### src/core/bridge_regs_defs.svh
// offsets, field positions, reset values and timing values in ns of the bridge registers
`ifndef BRIDGE_REGS_DEFS_SVH
`define BRIDGE_REGS_DEFS_SVH
`define OFS_BRIDGE_FLAGS 8'h50
`define OFS_BRIDGE_CTRL 8'h54
`define OFS_AUDIO_PATH 8'h55
`define OFS_LINK_STATUS 8'h5a
`define OFS_FREQ_WINDOW 8'h5c
`define OFS_FREQ_LOW 8'h5d
`define BC_EXT_CTRL 7
`define BC_RX_INT_EN 6
`define BC_REM_ID_DIS 5
`define BC_AUTO_RECEIVER_INIT_DISABLE 4
`define BC_TDM_AUDIO 2
`define BC_AUDIO_LOCAL 1
`define BC_AUX_AUDIO 0
`define AP_TDM_PARALLEL 7
`define AP_I2S_OUT 6
`define AP_FLUSH_TYPE 3
`define AP_FLUSH_AIF 2
`define AP_FLUSH_AVI 1
`define AP_FLUSH_ACR 0
`define BF_RX_INT 6
`define FW_SEL_LSB 3
`define MASK_BRIDGE_CTRL 8'hf7
`define MASK_AUDIO_PATH 8'hcf
`define RST_BRIDGE_CTRL 8'h00
`define RST_AUDIO_PATH 8'h0c
`define RST_WINDOW_SEL 2'h0
`define RST_MIN_FREQ 6'h06
`define HYST_MHZ 8'h02
`define PORT_MODE_SINGLE0 2'h1
`define CLK_PERIOD_NS 25
`define STBL_T0_NS 40000
`define STBL_T1_NS 80000
`define STBL_T2_NS 320000
`define STBL_T3_NS 1280000
`endif

### src/core/bridge_regs_pkg.sv
// types shared by the bridge register bank
package bridge_regs_pkg;
  typedef enum logic [1:0] {
    ST_STRAP = 2'b01,
    ST_RUN = 2'b10
  } cfg_state_t;
  typedef logic [7:0] reg_byte_t;
endpackage

### src/core/freq_watch_if.sv
// signals between the register bank and the frequency watcher
`timescale 1ns/1ps
interface freq_watch_if;
  logic [7:0] meas_mhz;
  logic [5:0] min_mhz;
  logic [1:0] window_sel;
  logic no_clock;
  logic settled;
  modport ctrl (output meas_mhz, output min_mhz, output window_sel,
    input no_clock, input settled);
  modport watch (input meas_mhz, input min_mhz, input window_sel,
    output no_clock, output settled);
endinterface

### src/core/freq_watch.sv
// input clock frequency watcher: low-frequency and stability flags
`timescale 1ns/1ps
`include "bridge_regs_defs.svh"
module freq_watch #(
  parameter int CYC_W0 = 1600,
  parameter int CYC_W1 = 3200,
  parameter int CYC_W2 = 12800,
  parameter int CYC_W3 = 51200
) (
  input wire logic clk,
  input wire logic rst,
  freq_watch_if.watch fw
);
  logic [7:0] ref_reg;
  logic [15:0] cnt_reg;
  logic no_clock_reg;
  logic settled_reg;
  logic moved;
  logic [15:0] limit;

  function automatic logic [7:0] abs_diff(input logic [7:0] a, input logic [7:0] b);
    abs_diff = (a > b) ? (a - b) : (b - a);
  endfunction

  assign moved = abs_diff(fw.meas_mhz, ref_reg) > `HYST_MHZ;
  assign limit = (fw.window_sel == 2'h0) ? 16'(CYC_W0) :
                 (fw.window_sel == 2'h1) ? 16'(CYC_W1) :
                 (fw.window_sel == 2'h2) ? 16'(CYC_W2) : 16'(CYC_W3);

  // ************************************
  // measurement tracking
  // ************************************
  always_ff @(posedge clk or posedge rst) begin
    if (rst) begin
      ref_reg <= 8'h00;
      cnt_reg <= 16'h0000;
      settled_reg <= 1'b0;
      no_clock_reg <= 1'b1;
    end else begin
      no_clock_reg <= fw.meas_mhz <= {2'h0, fw.min_mhz};
      if (moved) begin
        ref_reg <= fw.meas_mhz;
        cnt_reg <= 16'h0000;
        settled_reg <= 1'b0;
      end else if (cnt_reg >= limit) begin
        settled_reg <= 1'b1;
      end else begin
        cnt_reg <= cnt_reg + 16'h0001;
      end
    end
  end

  assign fw.no_clock = no_clock_reg;
  assign fw.settled = settled_reg;
endmodule // freq_watch

### src/core/bridge_audio_link_status_regs.sv
// bridge control, audio path and serial link status register bank
// Overview of operation
// - external control disables internal bridge controller and receiver auto-init
// - receiver interrupt drives active-low interrupt pin when enabled
// - remote display-ID load runs unless its disable bit is set
// - receiver auto-init runs unless its disable bit is written 1
// - bit 2 enables time-division multiplexed audio handling
// - bit 1 picks extracted audio (0) or local I2S audio (1)
// - bit 0, strapped from pin A, enables auxiliary audio channel
// - audio bit 7 enables multi-slot to parallel converter
// - extracted audio drives I2S pins only when source is extracted
// - flush audio FIFO on audio type change when enabled
// - flush audio FIFO on audio infoframe checksum change when enabled
// - flush audio FIFO on video infoframe checksum change when enabled
// - flush audio FIFO on clock-regeneration N or CTS change when enabled
// - status bit 7 shows downstream link detected and ready
// - status bit 6 needs active transmitter, far lock, valid input, right mode
// - port mode field reports transmit mode while bit 6 is set
// - status bits 3 and 2 show good decode and input PLL lock
// - status bit 1 shows no clock above low-frequency threshold
// - status bit 0 shows input clock frequency judged stable
// - low-frequency threshold is six bits in MHz, default 6
// - stable after staying in window 40us, 80us, 320us or 1.28ms
// - bridge flags bit 6 shows receiver interrupt pending
`timescale 1ns/1ps
`include "bridge_regs_defs.svh"
module bridge_audio_link_status_regs #(
  parameter int STBL_CYC_320US = (`STBL_T2_NS + `CLK_PERIOD_NS - 1) / `CLK_PERIOD_NS,
  parameter int STBL_CYC_1280US = (`STBL_T3_NS + `CLK_PERIOD_NS - 1) / `CLK_PERIOD_NS
) (
  input wire logic CLK,
  input wire logic RST,
  input wire logic STRAP_PIN_A,
  input wire logic STRAP_PIN_B,
  input wire logic [7:0] REG_ADDR,
  input wire logic [7:0] REG_WDATA,
  input wire logic REG_WE,
  input wire logic REG_RE,
  output logic [7:0] REG_RDATA,
  input wire logic RX_INT,
  output logic INTERRUPT_OUT_N,
  input wire logic LINK_READY,
  input wire logic TX_ACTIVE,
  input wire logic FAR_LOCKED,
  input wire logic [1:0] TX_PORT_MODE,
  input wire logic TMDS_DECODE_GOOD,
  input wire logic INPUT_PLL_LOCK,
  input wire logic [7:0] TMDS_FREQ_MHZ,
  input wire logic AUDIO_TYPE_CHANGED,
  input wire logic AUDIO_IF_CKSUM_CHANGED,
  input wire logic VIDEO_IF_CKSUM_CHANGED,
  input wire logic CLOCK_REGEN_CHANGED,
  output logic AUDIO_FIFO_FLUSH,
  output logic INT_CTRL_ENABLE,
  output logic RX_AUTO_INIT_EN,
  output logic REMOTE_ID_LOAD_EN,
  output logic TDM_AUDIO_EN,
  output logic AUDIO_SRC_LOCAL,
  output logic AUX_AUDIO_EN,
  output logic TDM_TO_PARALLEL_EN,
  output logic I2S_OUT_EN
);
  localparam int STBL_CYC_40US = (`STBL_T0_NS + `CLK_PERIOD_NS - 1) / `CLK_PERIOD_NS;
  localparam int STBL_CYC_80US = (`STBL_T1_NS + `CLK_PERIOD_NS - 1) / `CLK_PERIOD_NS;

  bridge_regs_pkg::cfg_state_t state_reg;
  bridge_regs_pkg::cfg_state_t state_next;
  bridge_regs_pkg::reg_byte_t bridge_reg;
  bridge_regs_pkg::reg_byte_t bridge_next;
  bridge_regs_pkg::reg_byte_t audio_reg;
  bridge_regs_pkg::reg_byte_t audio_next;
  logic [1:0] window_sel_reg;
  logic [1:0] window_sel_next;
  logic [5:0] min_freq_reg;
  logic [5:0] min_freq_next;
  bridge_regs_pkg::reg_byte_t link_status_reg;
  bridge_regs_pkg::reg_byte_t link_status_w;
  bridge_regs_pkg::reg_byte_t flags_w;
  bridge_regs_pkg::reg_byte_t strap_val;
  bridge_regs_pkg::reg_byte_t rdata_next;
  logic [7:0] ctl_next;
  logic [7:0] ctl_reg;
  logic in_strap;
  logic wr_bridge;
  logic wr_audio;
  logic wr_window;
  logic wr_low;
  logic ext_ctrl;
  logic tx_ok_w;
  logic flush_req;
  logic irq_cause;
  logic rem_dis_bit;

  freq_watch_if fw ();

  // ************************************
  // power-up strap capture
  // ************************************
  assign in_strap = state_reg == bridge_regs_pkg::ST_STRAP;

  always_comb begin
    case (state_reg)
      bridge_regs_pkg::ST_STRAP: state_next = bridge_regs_pkg::ST_RUN;
      bridge_regs_pkg::ST_RUN: state_next = bridge_regs_pkg::ST_RUN;
      default: state_next = bridge_regs_pkg::ST_STRAP;
    endcase
  end

  always_ff @(posedge CLK or posedge RST) begin
    if (RST) begin
      state_reg <= bridge_regs_pkg::ST_STRAP;
    end else begin
      state_reg <= state_next;
    end
  end

  // strap bits replaced, others keep reset values
  assign strap_val = {STRAP_PIN_B, bridge_reg[6], STRAP_PIN_B,
                      bridge_reg[4:1], STRAP_PIN_A};

  // ************************************
  // register write decode
  // ************************************
  // writes during strap capture are dropped
  assign wr_bridge = REG_WE && !in_strap && (REG_ADDR == `OFS_BRIDGE_CTRL);
  assign wr_audio = REG_WE && !in_strap && (REG_ADDR == `OFS_AUDIO_PATH);
  assign wr_window = REG_WE && !in_strap && (REG_ADDR == `OFS_FREQ_WINDOW);
  assign wr_low = REG_WE && !in_strap && (REG_ADDR == `OFS_FREQ_LOW);

  // reserved bits masked off; status and flags have no write path
  assign bridge_next = in_strap ? strap_val :
                       wr_bridge ? (REG_WDATA & `MASK_BRIDGE_CTRL) :
                       bridge_reg;
  assign audio_next = wr_audio ? (REG_WDATA & `MASK_AUDIO_PATH) : audio_reg;
  assign window_sel_next = wr_window ? REG_WDATA[`FW_SEL_LSB +: 2] : window_sel_reg;
  assign min_freq_next = wr_low ? REG_WDATA[5:0] : min_freq_reg;

  always_ff @(posedge CLK or posedge RST) begin
    if (RST) begin
      bridge_reg <= `RST_BRIDGE_CTRL;
      audio_reg <= `RST_AUDIO_PATH;
      window_sel_reg <= `RST_WINDOW_SEL;
      min_freq_reg <= `RST_MIN_FREQ;
    end else begin
      bridge_reg <= bridge_next;
      audio_reg <= audio_next;
      window_sel_reg <= window_sel_next;
      min_freq_reg <= min_freq_next;
    end
  end

  // ************************************
  // control outputs
  // ************************************
  assign ext_ctrl = bridge_reg[`BC_EXT_CTRL];
  assign rem_dis_bit = bridge_reg[`BC_REM_ID_DIS];

  assign ctl_next[0] = !ext_ctrl;
  assign ctl_next[1] = !ext_ctrl && !bridge_reg[`BC_AUTO_RECEIVER_INIT_DISABLE];
  assign ctl_next[2] = !rem_dis_bit;
  assign ctl_next[3] = bridge_reg[`BC_TDM_AUDIO];
  assign ctl_next[4] = bridge_reg[`BC_AUDIO_LOCAL];
  assign ctl_next[5] = bridge_reg[`BC_AUX_AUDIO];
  assign ctl_next[6] = audio_reg[`AP_TDM_PARALLEL];
  // i2s output only meaningful with extracted audio selected
  assign ctl_next[7] = audio_reg[`AP_I2S_OUT] && !bridge_reg[`BC_AUDIO_LOCAL];

  // internal controller owns the flush; silent under external control
  assign flush_req = !ext_ctrl && (
    (AUDIO_TYPE_CHANGED && audio_reg[`AP_FLUSH_TYPE]) ||
    (AUDIO_IF_CKSUM_CHANGED && audio_reg[`AP_FLUSH_AIF]) ||
    (VIDEO_IF_CKSUM_CHANGED && audio_reg[`AP_FLUSH_AVI]) ||
    (CLOCK_REGEN_CHANGED && audio_reg[`AP_FLUSH_ACR]));

  assign irq_cause = RX_INT && bridge_reg[`BC_RX_INT_EN];

  always_ff @(posedge CLK or posedge RST) begin
    if (RST) begin
      ctl_reg <= 8'h00;
      AUDIO_FIFO_FLUSH <= 1'b0;
      INTERRUPT_OUT_N <= 1'b1;
    end else begin
      ctl_reg <= ctl_next;
      AUDIO_FIFO_FLUSH <= flush_req;
      INTERRUPT_OUT_N <= !irq_cause;
    end
  end

  assign INT_CTRL_ENABLE = ctl_reg[0];
  assign RX_AUTO_INIT_EN = ctl_reg[1];
  assign REMOTE_ID_LOAD_EN = ctl_reg[2];
  assign TDM_AUDIO_EN = ctl_reg[3];
  assign AUDIO_SRC_LOCAL = ctl_reg[4];
  assign AUX_AUDIO_EN = ctl_reg[5];
  assign TDM_TO_PARALLEL_EN = ctl_reg[6];
  assign I2S_OUT_EN = ctl_reg[7];

  // ************************************
  // frequency watcher
  // ************************************
  assign fw.meas_mhz = TMDS_FREQ_MHZ;
  assign fw.min_mhz = min_freq_reg;
  assign fw.window_sel = window_sel_reg;

  freq_watch #(
    .CYC_W0(STBL_CYC_40US),
    .CYC_W1(STBL_CYC_80US),
    .CYC_W2(STBL_CYC_320US),
    .CYC_W3(STBL_CYC_1280US)
  ) u_freq_watch (
    .clk(CLK),
    .rst(RST),
    .fw(fw.watch)
  );

  // ************************************
  // link status
  // ************************************
  // valid input: good decode on a settled clock
  assign tx_ok_w = TX_ACTIVE && FAR_LOCKED && TMDS_DECODE_GOOD && fw.settled &&
                   (TX_PORT_MODE == `PORT_MODE_SINGLE0);
  assign link_status_w = {LINK_READY,
                          tx_ok_w,
                          tx_ok_w ? TX_PORT_MODE : 2'h0,
                          TMDS_DECODE_GOOD, INPUT_PLL_LOCK,
                          fw.no_clock,
                          fw.settled};
  assign flags_w = {1'b0, RX_INT, 6'h00};

  always_ff @(posedge CLK or posedge RST) begin
    if (RST) begin
      link_status_reg <= 8'h00;
    end else begin
      link_status_reg <= link_status_w;
    end
  end

  // ************************************
  // register read
  // ************************************
  assign rdata_next =
    (REG_ADDR == `OFS_BRIDGE_FLAGS) ? flags_w :
    (REG_ADDR == `OFS_BRIDGE_CTRL) ? bridge_reg :
    (REG_ADDR == `OFS_AUDIO_PATH) ? audio_reg :
    (REG_ADDR == `OFS_LINK_STATUS) ? link_status_reg :
    (REG_ADDR == `OFS_FREQ_WINDOW) ? {3'h0, window_sel_reg, 3'h0} :
    (REG_ADDR == `OFS_FREQ_LOW) ? {2'h0, min_freq_reg} : 8'h00;

  always_ff @(posedge CLK or posedge RST) begin
    if (RST) begin
      REG_RDATA <= 8'h00;
    end else if (REG_RE) begin
      REG_RDATA <= rdata_next;
    end
  end
endmodule // bridge_audio_link_status_regs

### config.mk
export PLATFORM = sky130hd
export DESIGN_NAME = bridge_audio_link_status_regs
export DESIGN_NICKNAME = d
export VERILOG_FILES = /design/src/core/bridge_regs_pkg.sv /design/src/core/freq_watch_if.sv /design/src/core/freq_watch.sv /design/src/core/bridge_audio_link_status_regs.sv
export VERILOG_INCLUDE_DIRS = /design/src /design/src/core
export SDC_FILE = /design/constraint.sdc
export NUM_CORES = 1
export LEC_CHECK = 0
export BUFFER_PORTS_ARGS = -buffer_cell sky130_fd_sc_hd__buf_2
export CAP_MARGIN = 20
export CORE_MARGIN = 4
export CORE_UTILIZATION = 35
export CTS_CLUSTER_SIZE = 30
export DETAILED_ROUTE_END_ITERATION = 10
export GPL_TIMING_DRIVEN = 1
export PLACE_DENSITY_LB_ADDON = 0.05
export SYNTH_ARGS = -nofsm -noshare
export SYNTH_HDL_FRONTEND = slang
export SYNTH_SLANG_ARGS = --single-unit
export TNS_END_PERCENT = 10
### constraint.sdc
create_clock -name CLK -period 3.27 [get_ports CLK]
set_input_delay 0.654 -clock CLK [delete_from_list [all_inputs] [get_ports CLK]]
set_output_delay 0.654 -clock CLK [all_outputs]
set_load 0.02 [all_outputs]
==> results.json, run 1 <==
{
  "largest_reg_flops": 16,
  "yosys_register_bits": 75,
  "drive_above_1_share_pct": 25.8,
  "max_freq_ghz": 0.351,
  "synthTopCellsByArea": "dfrtp_1, ha_1, mux2_2",
  "grt-ovfl-total": 0,
  "worst_r2r_endpoint": "u_freq_watch.ref_reg[6]",
  "ys_warn_count": 0,
  "synth_cell_types": 56,
  "grt_max_degree": 44,
  "dieArea_um2": 14500,
  "ys_async_sr_fraction_pct": 100,
  "p_leak_nw": 2.38,
  "synth_edf_count": 0,
  "crit_slowest_cell": "fa_1",
  "clock_skew_ns": 0.00674,
  "die_h_um": 120,
  "cts_resized": 0,
  "clock_latency_ns": 0.34,
  "cp_max_fo": 25,
  "max-cap-violations": 0,
  "core_um2": 12200,
  "cp.arrival_ns": 3.10,
  "yosysMostFrequentCell": "dfrtp_1",
  "finalSetupTns_ns": 0,
  "report.power.total_mw": 2.28,
  "cp-end-kind": "flip-flop",
  "grt_pass1_wl_um": 18000,
  "synth.top_cell.area_share_pct": 38.5,
  "routed_wl_um": 10900,
  "area_growth_pct": 18.5,
  "max-clock-path-buffers": 2,
  "path_clk_slew_ns": 0.06,
  "holdWs_ns": 0.278,
  "num_vias": 3425,
  "first_pass_iters": 4,
  "core.rowCount": 40,
  "drtIter0Drc": 187,
  "io_buffer_count": 59,
  "drc": 0,
  "cts_tree": "done",
  "rrSetupSlack_ns": 0.42,
  "antenna_cells": 0,
  "required_ns": 3.52,
  "setup_viol": 0,
  "r2r_start": "u_freq_watch.ref_reg[0]",
  "postLayoutCoreUtil_pct": 43.0,
  "worstPathCellList": "inv_1 > ha_1 > inv_1 > fa_1 > xor2_1 > a2111o_1 > a211o_1 > a311oi_2 > nand4_4 > and2_4 > o21ai_0",
  "antenna_found_initial": 0,
  "hold_buffers": 0,
  "synth-main-ff-cell": "dfrtp_1",
  "powerDensity_nw_per_um2": 437,
  "synthCells": 451,
  "yosys.area.top_type": "dfrtp_1",
  "reg2regPathDepth": 11,
  "cp.depth": 11,
  "clockRootBuffer": "clkbuf_16",
  "ios": 60,
  "synth_nets": 528,
  "fin_crit_sh_pct": 87.2,
  "n_fill_cell": 1231,
  "fin_nets": 596,
  "die_x_um": 120,
  "status": "completed",
  "clock-sinks": 75,
  "hold_viol_final": 0,
  "gp_congestion": 0.821,
  "final_antenna_net_count": 0,
  "cts_made_buffers": 9,
  "yosysSeqAreaShare_pct": 42.7,
  "synthTopCellsByCount": "dfrtp_1, inv_1, nor2_1, ha_1, nand2_1",
  "rsz0062_at_grt": "no",
  "crit_type": "flip-flop to flip-flop",
  "dp_hpwl_um": 8300,
  "postSynthAreaPerCell_um2": 9.79,
  "path_delay_family": "compound AO/OA/AOI/OAI gates",
  "crit_path_frequent_cell": "inv_1",
  "path_buf_inv": 2,
  "worstHoldPathType": "primary input to asynchronous set/reset pin",
  "ctsHtreeMaxLevel": 3,
  "grt_pass1_vias": 3459,
  "slew_viol_final": 0,
  "vias_per_cell": 4.95,
  "slew_headroom_pct": 57.0,
  "start_kind": "flip-flop",
  "track_usage_pct": 15.8,
  "wl_per_cell_um": 15.7,
  "cts_setup_buffers": 0,
  "peakVddDrop_v": 0.000361,
  "fin_crit_ns": 2.85,
  "tightest_slew_ns": 0.645,
  "worst_path_largest_cell_delay_ns": 0.40,
  "initial_core_util_pct": 36.3,
  "netlist_area_um2": 4420
}
-- routing by layer --
layer	wire (um)	GRT usage, %	up-vias	share of wire [%]
met2	5030	24.6	65	46
met3	441	3.70	10	4.1
met1	5250	21.8	1639	48
li1	-	-	1711	-
met4	146	4.89	0	1.3
met5	0	0	-	0
-- report_power, final --
group          total [mW]  internal [mW]  switching (mW)
Sequential          0.989          0.966          0.0226
Combinational       0.355          0.148           0.207
Clock               0.941          0.554           0.387
Total                2.28           1.67           0.617
-- through the flow --
| step | instance area, um2 | setup WS, ns | cells |
|---|---|---|---|
| 3_5_place_dp | 4940 | 0.0932 | 676 |
| 3_3_place_gp | 4910 | 0.158 | 675 |
| 2_1_floorplan | 4420 | 0.205 | 451 |
| 6_report | 5230 | 0.419 | 692 |
| 5_1_grt | 5230 | 0.236 | 692 |
| 4_1_cts | 5230 | 0.376 | 692 |
-- worst max path at each step --
stage / from / to / slack (ns)
final: u_freq_watch.ref_reg[0] / u_freq_watch.ref_reg[6] / 0.42
after global routing: u_freq_watch.ref_reg[0] / u_freq_watch.ref_reg[6] / 0.24
after CTS: u_freq_watch.ref_reg[0] / u_freq_watch.ref_reg[6] / 0.38
after detailed placement: TMDS_FREQ_MHZ[0] / u_freq_watch.ref_reg[6] / 0.09
after global placement: TMDS_FREQ_MHZ[0] / u_freq_watch.ref_reg[7] / 0.16
after floorplan: TMDS_FREQ_MHZ[0] / u_freq_watch.ref_reg[1] / 0.21
-- layout make-up --
cell class	instances	area [um2]	share of cell area [%]
Inverter	48	181	3.47
Clock inverter	5	37.5	0.717
Sequential cell	75	1890	36.0
Tap cell	168	210	4.02
Clock buffer	11	253	4.83
Timing Repair Buffer	72	413	7.89
Multi-Input combinational cell	313	2250	43.0
-- logic make-up after synthesis --
kind of cell | count (synthesis) | synth area share, %
simple gates | 146 | 17.5
mux | 24 | 5.98
fa+ha+maj | 35 | 10.3
xor+xnor | 17 | 3.37
other cells | 1 | 0.0849
buf+inv | 63 | 6.29
flops | 75 | 42.7
compound gates | 90 | 13.8
-- cell usage in the layout (no fill, tap or decap), drive strengths merged, types with 3 or more instances in the layout --
cell type / netlist / layout
or3: 3 / 3
a21o: 5 / 5
o211ai: 3 / 3
o22ai: 6 / 6
ha: 33 / 33
o21a: 4 / 4
a21oi: 20 / 20
nor3: 10 / 10
nand2: 25 / 25
nand3: 23 / 23
dfstp: 7 / 7
mux2i: 5 / 5
nand4: 7 / 7
nor4: 6 / 6
nor2b: 8 / 8
clkinvlp: 0 / 5
and2: 5 / 5
inv: 48 / 47
mux2: 19 / 19
a22oi: 8 / 8
nor3b: 7 / 7
dfrtp: 68 / 68
o21ai: 23 / 23
nand2b: 5 / 5
clkbuf: 9 / 11
xnor2: 15 / 15
nor2: 43 / 43
buf: 6 / 72
a211oi: 4 / 4
No activity file was read; power rests on OpenSTA's default activity.
==> run 2: changes to the inputs <==
BUFFER_PORTS_ARGS = default   (was -buffer_cell sky130_fd_sc_hd__buf_2)
DONT_BUFFER_PORTS = 1   (was default)
==> run 2 against run 1 <==
Via count down 5.4%; sequential power about the same; register-to-register slack worse by 0.03 ns; clock skew up 0.0018 ns; fmax down 0.96%; non-clock buffer count is 60 lower; global-route usage decreased by 0.37 points; wire length decreased by 1.4%; critical path depth increased by 1; combinational power decreased by 20%; setup slack worse by 0.028 ns; cell count shrank 8.7%.
==> results.json, run 2 (synthesis results as in run 1) <==
{
  "worst_path_largest_cell_delay_ns": 0.40,
  "clock-sinks": 75,
  "placedCellCount": 615,
  "finalSetupTns_ns": 0,
  "setup_viol": 0,
  "path_clk_slew_ns": 0.06,
  "final_antenna_net_count": 0,
  "cts_setup_buffers": 0,
  "layout_commonest_cell": "dfrtp_1",
  "cts_tree": "done",
  "worstHoldPathType": "primary input to asynchronous set/reset pin",
  "p_leak_nw": 2.16,
  "max_freq_ghz": 0.347,
  "cp_max_fo": 12,
  "powerDensity_nw_per_um2": 478,
  "first_pass_iters": 4,
  "slew_headroom_pct": 57.5,
  "cts_resized": 0,
  "io_buffer_count": 0,
  "gp_congestion": 0.814,
  "area_growth_pct": 13.1,
  "seqCellArea_um2": 1890,
  "layout.cells.non_filler": 632,
  "fin_crit_ns": 2.88,
  "core.rowCount": 40,
  "required_ns": 3.54,
  "ios": 60,
  "vias_per_cell": 5.13,
  "slew_viol_final": 0,
  "dieArea_um2": 14500,
  "tightest_slew_ns": 0.636,
  "path_buf_inv": 3,
  "num_vias": 3239,
  "grt_max_degree": 62,
  "final_cell_mix": "dfrtp_1, inv_1, nor2_1",
  "initial_core_util_pct": 36.3,
  "drive_above_1_share_pct": 16.2,
  "core_um2": 12200,
  "wl_per_cell_um": 17.0,
  "fin_crit_sh_pct": 88.0,
  "die_h_um": 120,
  "grt_pass1_wl_um": 17400,
  "track_usage_pct": 15.4,
  "worstPathCellList": "inv_1 > ha_1 > inv_1 > fa_1 > xor2_1 > a2111o_1 > a211o_1 > a311oi_2 > nand4_4 > and2_4 > buf_12 > nor2_1",
  "cp-end-kind": "flip-flop",
  "antenna_found_initial": 0,
  "die_x_um": 120,
  "crit_slowest_cell": "fa_1",
  "drc": 0,
  "largest_reg_flops": 16,
  "cts_made_buffers": 9,
  "fin_nets": 536,
  "hold_viol_final": 0,
  "clockRootBuffer": "clkbuf_16",
  "path_delay_family": "compound AO/OA/AOI/OAI gates",
  "drtIter0Drc": 259,
  "max-cap-violations": 0,
  "ctsHtreeMaxLevel": 3,
  "antenna_cells": 0,
  "crit_type": "flip-flop to flip-flop",
  "grt_pass1_vias": 3281,
  "clock_latency_ns": 0.35,
  "hold_buffers": 0,
  "start_kind": "flip-flop",
  "rsz0062_at_grt": "no",
  "cp.arrival_ns": 3.15,
  "routed_wl_um": 10700,
  "grt-ovfl-total": 0,
  "dp_hpwl_um": 8080,
  "max-clock-path-buffers": 2,
  "multiInputGateArea_um2": 2250,
  "clock_skew_ns": 0.00855,
  "status": "completed",
  "peakVddDrop_v": 0.000221,
  "n_fill_cell": 1233,
  "crit_path_frequent_cell": "inv_1"
}
-- run 2: worst register-to-register path: cells and delay by family, from the launching register on --
kind / cells / cell delay [ns]
flip-flops: 1 / 0.38
buffers and inverters: 3 / 0.32
AO/OA/AOI/OAI: 3 / 0.93
adder cells (fa/ha/maj): 2 / 0.57
XOR/XNOR: 1 / 0.16
AND/OR/NAND/NOR: 3 / 0.46
-- run 2: final cells by class --
class | count | area share [%]
inverters | 48 | 3.63
flip-flops and latches | 75 | 37.8
multi-input cells | 313 | 45.1
clock buffers | 10 | 4.79
clock inverters | 6 | 1.78
well taps | 168 | 4.21
repair buffers | 12 | 2.71
-- run 2: path summary, 6_finish.rpt --
kind | start | endpoint | slack, ns | cells past startpoint
setup / recovery | u_freq_watch.ref_reg[0] | u_freq_watch.cnt_reg[0] | 0.39 | 12
hold / removal | RST | audio_reg[6] | 0.11 | 1
setup reg to reg | u_freq_watch.ref_reg[0] | u_freq_watch.cnt_reg[0] | 0.39 | 12
hold reg to reg | u_freq_watch.fw.no_clock | link_status_reg[1] | 0.39 | 0
max in group asynchronous | RST | u_freq_watch.cnt_reg[14] | 2.51 | 3
min in group CLK | INPUT_PLL_LOCK | link_status_reg[2] | 0.33 | 0
-- run 2: routing by layer --
metal	track usage [%]	vias up	part of all wire [%]
li1	-	1583	-
met1	20.6	1576	47
met2	23.6	66	46
met3	5.05	14	5.9
met4	4.96	0	1.5
met5	0	-	0
-- run 2: through the flow --
step           hold WS [ns]  util [%]  instance area [um2]  setup WS (ns)  total power [mW]
2_1_floorplan         0.370         -                 4420          0.205              1.24
3_3_place_gp          0.383      38.1                 4640          0.269              1.30
3_5_place_dp          0.387      38.1                 4640          0.204              1.30
4_1_cts               0.323      40.8                 4960          0.365              2.41
5_1_grt               0.121      41.0                 4990          0.216              2.50
6_report              0.113      41.0                 4990          0.392              2.38
-- run 2: report_power, final --
part / switching, mW / leakage [nW] / internal (mW)
Sequential: 0.0370 / 0.968 / 0.966
Clock: 0.409 / 0.155 / 0.689
Combinational: 0.162 / 1.04 / 0.122
Total: 0.608 / 2.16 / 1.78
